`src/halt_pkg.sv`:
```
// shared constants, types and register map of the halt release controller
package halt_pkg;
    // -------------------------------------------------------------
    // register map (byte addresses, one word each)
    // -------------------------------------------------------------
    localparam logic [3:0] ADDR_STANDBY_CTRL = 4'h0;
    localparam logic [3:0] ADDR_MODE_CTRL = 4'h4;
    localparam logic [3:0] ADDR_STATUS = 4'h8;
    localparam int HALT_REQ_BIT = 0;
    localparam int LVL3_SEL_BIT = 0;
    localparam int STAT_HALTED_BIT = 0;
    localparam int STAT_PEND_NMI_BIT = 1;
    localparam int STAT_PEND_MASK_BIT = 2;
    localparam int STAT_LAST_DEC_LSB = 4;
    localparam logic LVL3_SEL_RESET = 1'b0;
    localparam logic [1:0] RESP_OKAY = 2'h0;
    localparam logic [1:0] RESP_SLVERR = 2'h2;
    localparam logic [1:0] LEVEL3 = 2'h3;
    // -------------------------------------------------------------
    // types
    // -------------------------------------------------------------
    typedef enum logic [2:0] {
        DEC_NONE,
        DEC_RESET,
        DEC_VECTOR,
        DEC_RESUME,
        DEC_MACRO
    } decision_t;
    typedef enum logic [1:0] {
        ST_RUN,
        ST_HALTED,
        ST_MACRO
    } halt_state_t;
    typedef struct packed {
        logic nmi_pin;
        logic wdt_nmi;
        logic mask_req;
        logic mask_flag;
        logic macro_req;
        logic macro_mask;
    } wake_req_t;
    typedef struct packed {
        logic int_enable;
        logic svc_active;
        logic [1:0] svc_prio;
        logic [1:0] req_prio;
        logic nmi_svc_active;
        logic nmi_svc_blocks;
    } wake_ctx_t;
endpackage : halt_pkg

```
`src/halt_wake_decide.sv`:
```
// combinational wake decision for one halted cycle
`timescale 1ns/100ps
module halt_wake_decide (
    // request side
    input wire logic reset_req_i,
    input wire halt_pkg::wake_req_t req_i,
    input wire halt_pkg::wake_ctx_t ctx_i,
    input wire logic lvl3_sel_i,
    // outcome
    output halt_pkg::decision_t dec_o,
    output logic mask_accept_o,
    output logic nmi_accept_o
);
    import halt_pkg::*;

    always_comb begin
        mask_accept_o = ctx_i.int_enable && (!ctx_i.svc_active
            || (ctx_i.svc_prio > ctx_i.req_prio)
            || (ctx_i.svc_prio == LEVEL3 && !lvl3_sel_i));
        nmi_accept_o = !ctx_i.nmi_svc_active || !ctx_i.nmi_svc_blocks;
        dec_o = DEC_NONE;
        // reset, pin nmi, unmasked requests only
        if (reset_req_i) begin
            dec_o = DEC_RESET;
        end else if (req_i.nmi_pin) begin
            dec_o = nmi_accept_o ? DEC_VECTOR : DEC_RESUME;
        end else if (req_i.macro_req && !req_i.macro_mask) begin
            dec_o = DEC_MACRO;
        end else if (req_i.mask_req && !req_i.mask_flag) begin
            dec_o = mask_accept_o ? DEC_VECTOR : DEC_RESUME;
        end
        // watchdog nmi is deliberately never looked at here
    end
endmodule : halt_wake_decide

```
`src/halt_release_ctrl.sv`:
```
// halt mode entry and release controller with an axi4-lite register slave
`timescale 1ns/100ps
module halt_release_ctrl (
    // clock and reset
    input wire logic clk_sys_i,
    input wire logic reset_n_i,
    // axi4-lite slave
    input wire logic [3:0] s_axi_awaddr_i,
    input wire logic s_axi_awvalid_i,
    output logic s_axi_awready_o,
    input wire logic [31:0] s_axi_wdata_i,
    input wire logic [3:0] s_axi_wstrb_i,
    input wire logic s_axi_wvalid_i,
    output logic s_axi_wready_o,
    output logic [1:0] s_axi_bresp_o,
    output logic s_axi_bvalid_o,
    input wire logic s_axi_bready_i,
    input wire logic [3:0] s_axi_araddr_i,
    input wire logic s_axi_arvalid_i,
    output logic s_axi_arready_o,
    output logic [31:0] s_axi_rdata_o,
    output logic [1:0] s_axi_rresp_o,
    output logic s_axi_rvalid_o,
    input wire logic s_axi_rready_i,
    // interrupt controller side
    input wire logic reset_req_i,
    input wire halt_pkg::wake_req_t wake_req_i,
    input wire halt_pkg::wake_ctx_t wake_ctx_i,
    input wire logic core_can_accept_i,
    input wire logic macro_done_i,
    input wire logic macro_end_i,
    input wire logic vector_on_transfer_end_bit_i,
    // sequencer side
    output logic cpu_halted_o,
    output logic vector_nmi_o,
    output logic vector_mask_o,
    output logic resume_o,
    output logic reset_seq_o,
    output logic ram_retain_o,
    output logic macro_start_o,
    output logic pend_nmi_o,
    output logic pend_mask_o
);
    import halt_pkg::*;

    // -------------------------------------------------------------
    // register bus
    // -------------------------------------------------------------
    logic aw_got_r, aw_got_nxt, w_got_r, w_got_nxt;
    logic [3:0] awaddr_r, awaddr_nxt;
    logic [31:0] wdata_r, wdata_nxt;
    logic wstrb0_r, wstrb0_nxt;
    logic awready_nxt, wready_nxt, bvalid_nxt, arready_nxt, rvalid_nxt;
    logic [1:0] bresp_nxt, rresp_nxt;
    logic [31:0] rdata_nxt;
    logic level3_priority_select_r, lvl3_sel_nxt;
    logic halt_write;
    logic [31:0] status_word;

    halt_state_t state_r, state_nxt;
    decision_t dec, last_dec_r, last_dec_nxt;
    logic pend_nmi_nxt, pend_mask_nxt, halted_nxt;
    logic vec_nmi_nxt, vec_mask_nxt, resume_nxt, rst_seq_nxt, macro_nxt;
    logic mask_accept, nmi_accept;

    always_comb begin
        status_word = 32'h0000_0000;
        status_word[STAT_HALTED_BIT] = cpu_halted_o;
        status_word[STAT_PEND_NMI_BIT] = pend_nmi_o;
        status_word[STAT_PEND_MASK_BIT] = pend_mask_o;
        status_word[STAT_LAST_DEC_LSB +: 3] = last_dec_r;
    end

    always_comb begin
        aw_got_nxt = aw_got_r;
        w_got_nxt = w_got_r;
        awaddr_nxt = awaddr_r;
        wdata_nxt = wdata_r;
        wstrb0_nxt = wstrb0_r;
        bvalid_nxt = s_axi_bvalid_o;
        bresp_nxt = s_axi_bresp_o;
        rvalid_nxt = s_axi_rvalid_o;
        rresp_nxt = s_axi_rresp_o;
        rdata_nxt = s_axi_rdata_o;
        lvl3_sel_nxt = level3_priority_select_r;
        halt_write = 1'b0;
        if (s_axi_awvalid_i && s_axi_awready_o) begin
            aw_got_nxt = 1'b1;
            awaddr_nxt = s_axi_awaddr_i;
        end
        if (s_axi_wvalid_i && s_axi_wready_o) begin
            w_got_nxt = 1'b1;
            wdata_nxt = s_axi_wdata_i;
            wstrb0_nxt = s_axi_wstrb_i[0];
        end
        if (s_axi_bvalid_o && s_axi_bready_i) begin
            bvalid_nxt = 1'b0;
        end
        // commit once both halves are in and no response is outstanding
        if (aw_got_r && w_got_r && !s_axi_bvalid_o) begin
            aw_got_nxt = 1'b0;
            w_got_nxt = 1'b0;
            bvalid_nxt = 1'b1;
            bresp_nxt = RESP_OKAY;
            case (awaddr_r)
                ADDR_STANDBY_CTRL: begin
                    halt_write = wstrb0_r && wdata_r[HALT_REQ_BIT];
                end
                ADDR_MODE_CTRL: begin
                    if (wstrb0_r) begin
                        lvl3_sel_nxt = wdata_r[LVL3_SEL_BIT];
                    end
                end
                ADDR_STATUS: begin
                end
                default: begin
                    bresp_nxt = RESP_SLVERR;
                end
            endcase
        end
        if (s_axi_rvalid_o && s_axi_rready_i) begin
            rvalid_nxt = 1'b0;
        end
        if (s_axi_arvalid_i && s_axi_arready_o) begin
            rvalid_nxt = 1'b1;
            rresp_nxt = RESP_OKAY;
            case (s_axi_araddr_i)
                ADDR_STANDBY_CTRL: rdata_nxt = {31'h0000_0000, cpu_halted_o};
                ADDR_MODE_CTRL: rdata_nxt = {31'h0000_0000, level3_priority_select_r};
                ADDR_STATUS: rdata_nxt = status_word;
                default: begin
                    rdata_nxt = 32'h0000_0000;
                    rresp_nxt = RESP_SLVERR;
                end
            endcase
        end
        awready_nxt = !aw_got_nxt;
        wready_nxt = !w_got_nxt;
        arready_nxt = !rvalid_nxt;
    end

    always_ff @(posedge clk_sys_i or negedge reset_n_i) begin
        if (!reset_n_i) begin
            aw_got_r <= 1'b0;
            w_got_r <= 1'b0;
            awaddr_r <= 4'h0;
            wdata_r <= 32'h0000_0000;
            wstrb0_r <= 1'b0;
            s_axi_awready_o <= 1'b0;
            s_axi_wready_o <= 1'b0;
            s_axi_bvalid_o <= 1'b0;
            s_axi_bresp_o <= RESP_OKAY;
            s_axi_arready_o <= 1'b0;
            s_axi_rvalid_o <= 1'b0;
            s_axi_rresp_o <= RESP_OKAY;
            s_axi_rdata_o <= 32'h0000_0000;
            level3_priority_select_r <= LVL3_SEL_RESET;
        end else begin
            aw_got_r <= aw_got_nxt;
            w_got_r <= w_got_nxt;
            awaddr_r <= awaddr_nxt;
            wdata_r <= wdata_nxt;
            wstrb0_r <= wstrb0_nxt;
            s_axi_awready_o <= awready_nxt;
            s_axi_wready_o <= wready_nxt;
            s_axi_bvalid_o <= bvalid_nxt;
            s_axi_bresp_o <= bresp_nxt;
            s_axi_arready_o <= arready_nxt;
            s_axi_rvalid_o <= rvalid_nxt;
            s_axi_rresp_o <= rresp_nxt;
            s_axi_rdata_o <= rdata_nxt;
            level3_priority_select_r <= lvl3_sel_nxt;
        end
    end

    // -------------------------------------------------------------
    // wake decision and halt sequencing
    // -------------------------------------------------------------
    halt_wake_decide u_decide (
        .reset_req_i(reset_req_i),
        .req_i(wake_req_i),
        .ctx_i(wake_ctx_i),
        .lvl3_sel_i(level3_priority_select_r),
        .dec_o(dec),
        .mask_accept_o(mask_accept),
        .nmi_accept_o(nmi_accept)
    );

    always_comb begin
        state_nxt = state_r;
        last_dec_nxt = last_dec_r;
        pend_nmi_nxt = pend_nmi_o;
        pend_mask_nxt = pend_mask_o;
        vec_nmi_nxt = 1'b0;
        vec_mask_nxt = 1'b0;
        resume_nxt = 1'b0;
        rst_seq_nxt = 1'b0;
        macro_nxt = 1'b0;
        case (state_r)
            ST_RUN: begin
                if (core_can_accept_i && pend_nmi_o) begin
                    pend_nmi_nxt = 1'b0;
                    vec_nmi_nxt = 1'b1;
                end else if (core_can_accept_i && pend_mask_o) begin
                    pend_mask_nxt = 1'b0;
                    vec_mask_nxt = 1'b1;
                end
                if (halt_write) begin
                    state_nxt = ST_HALTED;
                end
            end
            ST_HALTED: begin
                last_dec_nxt = dec;
                case (dec)
                    DEC_RESET: begin
                        state_nxt = ST_RUN;
                        rst_seq_nxt = 1'b1;
                    end
                    DEC_VECTOR: begin
                        state_nxt = ST_RUN;
                        vec_nmi_nxt = wake_req_i.nmi_pin;
                        vec_mask_nxt = !wake_req_i.nmi_pin;
                    end
                    DEC_RESUME: begin
                        state_nxt = ST_RUN;
                        resume_nxt = 1'b1;
                        pend_nmi_nxt = pend_nmi_o || wake_req_i.nmi_pin;
                        pend_mask_nxt = pend_mask_o || !wake_req_i.nmi_pin;
                    end
                    DEC_MACRO: begin
                        state_nxt = ST_MACRO;
                        macro_nxt = 1'b1;
                    end
                    default: begin
                        state_nxt = ST_HALTED;
                    end
                endcase
            end
            ST_MACRO: begin
                if (reset_req_i) begin
                    state_nxt = ST_RUN;
                    rst_seq_nxt = 1'b1;
                end else if (macro_done_i) begin
                    if (!macro_end_i || vector_on_transfer_end_bit_i) begin
                        state_nxt = ST_HALTED;
                    end else if (mask_accept) begin
                        state_nxt = ST_RUN;
                        vec_mask_nxt = 1'b1;
                    end else begin
                        state_nxt = ST_RUN;
                        resume_nxt = 1'b1;
                        pend_mask_nxt = 1'b1;
                    end
                end
            end
            default: begin
                state_nxt = ST_RUN;
            end
        endcase
        halted_nxt = (state_nxt != ST_RUN);
    end

    always_ff @(posedge clk_sys_i or negedge reset_n_i) begin
        if (!reset_n_i) begin
            state_r <= ST_RUN;
            last_dec_r <= DEC_NONE;
            cpu_halted_o <= 1'b0;
            pend_nmi_o <= 1'b0;
            pend_mask_o <= 1'b0;
            vector_nmi_o <= 1'b0;
            vector_mask_o <= 1'b0;
            resume_o <= 1'b0;
            reset_seq_o <= 1'b0;
            macro_start_o <= 1'b0;
            ram_retain_o <= 1'b1;
        end else begin
            state_r <= state_nxt;
            last_dec_r <= last_dec_nxt;
            cpu_halted_o <= halted_nxt;
            pend_nmi_o <= pend_nmi_nxt;
            pend_mask_o <= pend_mask_nxt;
            vector_nmi_o <= vec_nmi_nxt;
            vector_mask_o <= vec_mask_nxt;
            resume_o <= resume_nxt;
            reset_seq_o <= rst_seq_nxt;
            macro_start_o <= macro_nxt;
            ram_retain_o <= 1'b1;
        end
    end
endmodule : halt_release_ctrl

```
`config.mk`:
```
export PLATFORM = sky130hd
export DESIGN_NAME = halt_release_ctrl
export DESIGN_NICKNAME = d
export VERILOG_FILES = /design/src/halt_pkg.sv /design/src/halt_wake_decide.sv /design/src/halt_release_ctrl.sv
export SDC_FILE = /design/constraint.sdc
export NUM_CORES = 1
export LEC_CHECK = 0
export BUFFER_PORTS_ARGS = -buffer_cell sky130_fd_sc_hd__clkbuf_2
export CAP_MARGIN = 0
export CORE_UTILIZATION = 39
export CTS_CLUSTER_DIAMETER = 100
export DETAILED_ROUTE_END_ITERATION = 6
export PLACE_DENSITY = 0.81
export SYNTH_ARGS = -nofsm -noshare
export SYNTH_HDL_FRONTEND = slang
export SYNTH_HIERARCHICAL = 1
export SYNTH_SLANG_ARGS = --single-unit
```
`constraint.sdc`:
```
create_clock -name clk_sys_i -period 1.64 [get_ports clk_sys_i]
set_input_delay 0 -clock clk_sys_i [delete_from_list [all_inputs] [get_ports clk_sys_i]]
set_output_delay 0 -clock clk_sys_i [all_outputs]
set_load 0.02 [all_outputs]
```
# == After elaboration in Yosys (flattened, before gate mapping) ==
# Cells that the tools add are included.
# totals
reg_bits,63
output_inout_bits,50
# classes
magnitude_cmp,1
n_eq_ne,19
muxes,58
reduce_logical,45
# ops
operator,count
$mux 1,40
$pmux 7 s3,1
$ne 2x2->1 const B,8
$logic_and 1x1->1,14
$logic_not 1->1,12
$mux 3,4
$mux 2,5
$reduce_or 3->1,3
$eq 4x3->1 const B,2
$eq 4x4->1 const B,2
$logic_not 4->1,2
$pmux 1 s2,4
$reduce_and 8->1,1
$eq 3x2->1 const B,2
$logic_or 1x1->1,6
$pmux 1 s3,2
$pmux 2 s3,1
$reduce_and 3->1,2
$reduce_bool 2->1,3
$eq 2x2->1 const B,2
$pmux 2 s2,1
$eq 3x1->1 const B,1
$eq 3x3->1 const B,1
$reduce_bool 3->1,1
3 further kinds,3

# == Depth between registers and ports, before layout ==
# logic_depth
ltp_word,14
depth_mapped,9

# == Hierarchy ==
# The synthesis kept the hierarchy.
# modules_own_cells
mod,instances,cells_per_inst,area_each_um2,seq_area_each_um2
halt_release_ctrl,1,172,1848.0,875.8
halt_wake_decide,1,19,137.6,0.0

# == Worst setup path after synthesis ==
# OpenSTA, ideal clock, no wires.
# synth_path
path_kind,input port to flip-flop
from,input wake_ctx_i[3] (netlist name)
to,register cpu_halted_o
setup_time_ps,138
arrival_time_ps,1632
setup_slack_ps,-130
path_stages,9
n_path_buf,0
path_cell_list,inv_1 > ha_1 > nor2b_4 > o211a_1 > o31ai_2 > nor2_1 > xor2_1 > a211oi_1 > a31oi_1
# synth_between
elab_chain_len,14
# synth_rtl
element,line,source
start: declaration,halt_release_ctrl.sv:28,"input wire halt_pkg::wake_ctx_t wake_ctx_i,"
$gt 2x2->1 *,halt_wake_decide.sv:18,|| (ctx_i.svc_prio > ctx_i.req_prio)
$logic_or 1x1->1 *,halt_wake_decide.sv:18,
$logic_or 1x1->1 *,halt_wake_decide.sv:19,|| (ctx_i.svc_prio == LEVEL3 && !lvl3_sel_i));
$logic_and 1x1->1 *,halt_wake_decide.sv:17,mask_accept_o = ctx_i.int_enable && (!ctx_i.svc_active
$mux 1 *,halt_wake_decide.sv:30,dec_o = mask_accept_o ? DEC_VECTOR : DEC_RESUME;
$mux 3 *,halt_wake_decide.sv:29,end else if (req_i.mask_req && !req_i.mask_flag) begin
$mux 3 *,halt_wake_decide.sv:27,end else if (req_i.macro_req && !req_i.macro_mask) begin
$mux 3 *,halt_wake_decide.sv:25,end else if (req_i.nmi_pin) begin
$mux 3 *,halt_wake_decide.sv:23,if (reset_req_i) begin
named net dec[0],halt_release_ctrl.sv:61,"decision_t dec, last_dec_r, last_dec_nxt;"
$eq 3x2->1 / $eq 3x1->1 (equally long branches),halt_release_ctrl.sv:214,case (dec)
$reduce_or 3->1 (no line),-,
$pmux 2 s2 *,halt_release_ctrl.sv:214,
$pmux 2 s3 *,halt_release_ctrl.sv:199,case (state_r)
$reduce_bool 2->1 *,halt_release_ctrl.sv:260,halted_nxt = (state_nxt != ST_RUN);
named net halted_nxt,halt_release_ctrl.sv:62,"logic pend_nmi_nxt, pend_mask_nxt, halted_nxt;"
end signal: assignment,halt_release_ctrl.sv:279,cpu_halted_o <= halted_nxt;
end: declaration,halt_release_ctrl.sv:34,"output logic cpu_halted_o,"
# Mark *: on every way through the listed nets, which the timed path passes. The rest lies on a longest branch.
# A chain may end at the register's enable or synchronous reset.

# == Worst setup path after layout ==
# layout_path
from,register level3_priority_select_r
to,register pend_mask_o
# layout_between
elab_chain_len,12
# layout_rtl
element,line,source
start: declaration,halt_release_ctrl.sv:56,"logic level3_priority_select_r, lvl3_sel_nxt;"
start signal: assignment,halt_release_ctrl.sv:172,level3_priority_select_r <= lvl3_sel_nxt;
$logic_not 1->1,halt_wake_decide.sv:19,
$logic_and 1x1->1,halt_wake_decide.sv:19,
$logic_or 1x1->1,halt_wake_decide.sv:19,
$logic_and 1x1->1,halt_wake_decide.sv:17,
$mux 1,halt_wake_decide.sv:30,
$mux 3,halt_wake_decide.sv:29,
$mux 3,halt_wake_decide.sv:27,
$mux 3,halt_wake_decide.sv:25,
$mux 3,halt_wake_decide.sv:23,
named net dec[0],halt_release_ctrl.sv:61,
$eq 3x2->1,halt_release_ctrl.sv:214,
$ne 2x2->1 (no line),-,
$reduce_and 8->1 (no line),-,
end signal: assignment,halt_release_ctrl.sv:281,pend_mask_o <= pend_mask_nxt;
end: declaration,halt_release_ctrl.sv:42,output logic pend_mask_o
# The timed path passes the listed nets, and every way through them passes these cells.

==> flow_metrics.py <==
metrics = {
    "sta": {
        "finalCritPeriodShare_pct": 101,
        "report.final.setup_viol": 1,
        "fin_max_slew_vios": 0,
        "final_hold_fails": 0,
        "setup_slack_ns": -0.0240,
        "layout_min_cycle_time_ns": 1.66,
        "rsz_0062_raised_after_global_routing": "true",
        "maxClockFrequency_mhz": 601,
        "timing.clock.skew_ns": 0.00568,
        "setup_total_negative_slack_ns": -0.0240,
        "final.hold.worst_slack_ns": 0.0665,
    },
    "cells_and_area": {
        "antenna-diode-count": 0,
        "layout.cells.most_common_list": "sky130_fd_sc_hd__clkbuf_2 (55), sky130_fd_sc_hd__dfrtp_1 (35), sky130_fd_sc_hd__conb_1 (29)",
        "most_common_library_cell_in_the_layout_ignoring_fill_and_taps": "sky130_fd_sc_hd__clkbuf_2",
        "stdcell_count": 340,
        "drive_gt1_share_pct": 38.1,
        "num-nets-final": 348,
        "area_delta_synth_final_pct": 29.2,
        "num-fill-cells": 450,
        "post-route-cell-area_sq_mm": 0.00256,
        "fin_util_pct": 53.1,
    },
    "drt": {
        "vias_per_cell": 4.76,
        "drtIter0Drc": 76,
        "post_drt_wl_per_cell_um": 13.0,
        "drt_pre_antenna_iters": 4,
        "route.vias.total": 1619,
        "route.antenna.remaining_nets": 0,
        "route.final.wire_length_um": 4420,
        "detail_route.drc_violations": 0,
    },
    "logic_synthesis": {
        "synthCells": 190,
        "synth_warnings": 6,
        "post_synth_instance_area_sq_mm": 0.00198,
        "post_synth.cell_area_avg_sq_um": 10.4,
    },
    "clocking": {
        "numCtsBuffers": 5,
        "clockRootBuffer": "sky130_fd_sc_hd__clkbuf_8",
        "clock_insertion_delay_worst_skew_ns": 0.28,
        "htreeDepth": 2,
        "cts.clk_slew.worst_paths_ns": 0.07,
        "clock_tree_from_tritoncts": "done",
        "clk_path_buf_depth": 2,
        "clock_sinks": 35,
    },
    "run_status": {
        "run_status": "complete, but fails checks",
        "violations": "negative setup slack",
    },
    "placement": {
        "port_buffers": 55,
        "hpwl_after_dpl_um": 3250,
        "detailed_place.area_sq_mm": 0.00233,
        "placed_cell_count": 320,
        "place.gp.congestion": 0.887,
        "pre_cts_slack_ns": -0.221,
    },
    "floorplan": {
        "core_region_area_sq_mm": 0.00482,
        "initial_core_util_pct": 41.1,
        "fp.dieArea_sq_mm": 0.00537,
        "top_level_ports": 120,
        "die_x_um": 73.3,
        "rows": 25,
        "die-height_um": 73.3,
    },
    "critical_path": {
        "worstSetupPathType": "flop to flop",
        "element_type_at_the_critical_path_end": "flop",
        "r2r_start": "level3_priority_select_r",
        "worstReg2RegEnd": "pend_mask_o",
        "worst-path-max-fanout": 4,
        "depth_of_the_most_critical_reg_to_reg_path": 7,
        "reg2reg_slack_ns": -0.02,
        "cp.required_ns": 1.83,
        "crit_path_start_kind": "flop",
        "worst_ep_arrival_time_ns": 1.85,
    },
    "global_route": {
        "antenna_violations_before_repair": 0,
        "track_usage_pct": 17.3,
        "grt_start_max_net_pins": 17,
        "globalRouteOverflowTotal": 0,
        "first_pass_grt_wire_length_um": 6950,
        "grt_pass1_vias": 1522,
    },
    "min_path": {
        "holdPathStages": 3,
        "holdCritPathClass": "primary input to flop",
        "min_from": "s_axi_araddr_i[3]",
        "timing.hold.worst_endpoint": "s_axi_rresp_o[1]",
    },
    "power_and_ir_drop": {
        "vdd_ir_drop_max_mv": 0.483,
        "p_leak_nw": 1.34,
        "pwr_density_cell_mw_per_mm2": 1220,
        "design_power_total_mw": 3.12,
    },
    "job": {
        "timing.max_cap.violations": 0,
    },
}
[power breakdown]
group	total, mW	switching (mW)	internal, mW
clock network	0.592	0.294	0.298
logic	1.22	0.676	0.539
registers	1.31	0.192	1.12
[how the worst max path moves through the flow]
stage | from | endpoint | cells past startpoint
6_report | level3_priority_select_r | pend_mask_o | 7
3_3_place_gp | wake_ctx_i[3] | pend_mask_o | 9
3_5_place_dp | wake_ctx_i[3] | pend_mask_o | 10
2_1_floorplan | level3_priority_select_r | cpu_halted_o | 7
4_1_cts | level3_priority_select_r | pend_mask_o | 7
5_1_grt | level3_priority_select_r | pend_mask_o | 7
[state kept, by name, indices dropped and copies added (netlist names), 2 cells and up]
| name | cells |
|---|---|
| awaddr_r | 4 |
| last_dec_r | 3 |
| state_r | 2 |
| s_axi_rdata_o | 6 |
[per-layer routing]
metal	vias up	part of all wire (%)	track usage, %
met3	8	6.2	4.80
met2	63	53	30.6
met1	779	38	19.4
li1	769	-	-
met4	0	2.0	7.63
met5	-	0	0
[cell type report]
class,count,area [sq um],area share (%)
flip-flops and latches,35,876,34.2
clock buffers,7,76.3,2.98
clock inverters,1,5.00,0.196
inverters,16,60.1,2.35
repair buffers,81,498,19.5
well taps,67,83.8,3.27
multi-input cells,133,961,37.5
[repair_timing]
item	in CTS	in global routing
hold buffers	11	1
endpoints found under the hold margin	24	1
setup buffers	1	1
setup endpoints to repair	6	7
pin swaps	2	11
resized for setup	5	4
[critical path: stages (launching register included)]
cell                       delay, ns
sky130_fd_sc_hd__dfrtp_1        0.37
sky130_fd_sc_hd__nand3b_1       0.17
sky130_fd_sc_hd__a21boi_2       0.20
sky130_fd_sc_hd__o31ai_4        0.10
sky130_fd_sc_hd__nand2b_1       0.14
sky130_fd_sc_hd__o21ai_2        0.10
sky130_fd_sc_hd__and4b_1        0.20
sky130_fd_sc_hd__nor4_2         0.28
Power figures use the tool's default switching activity.
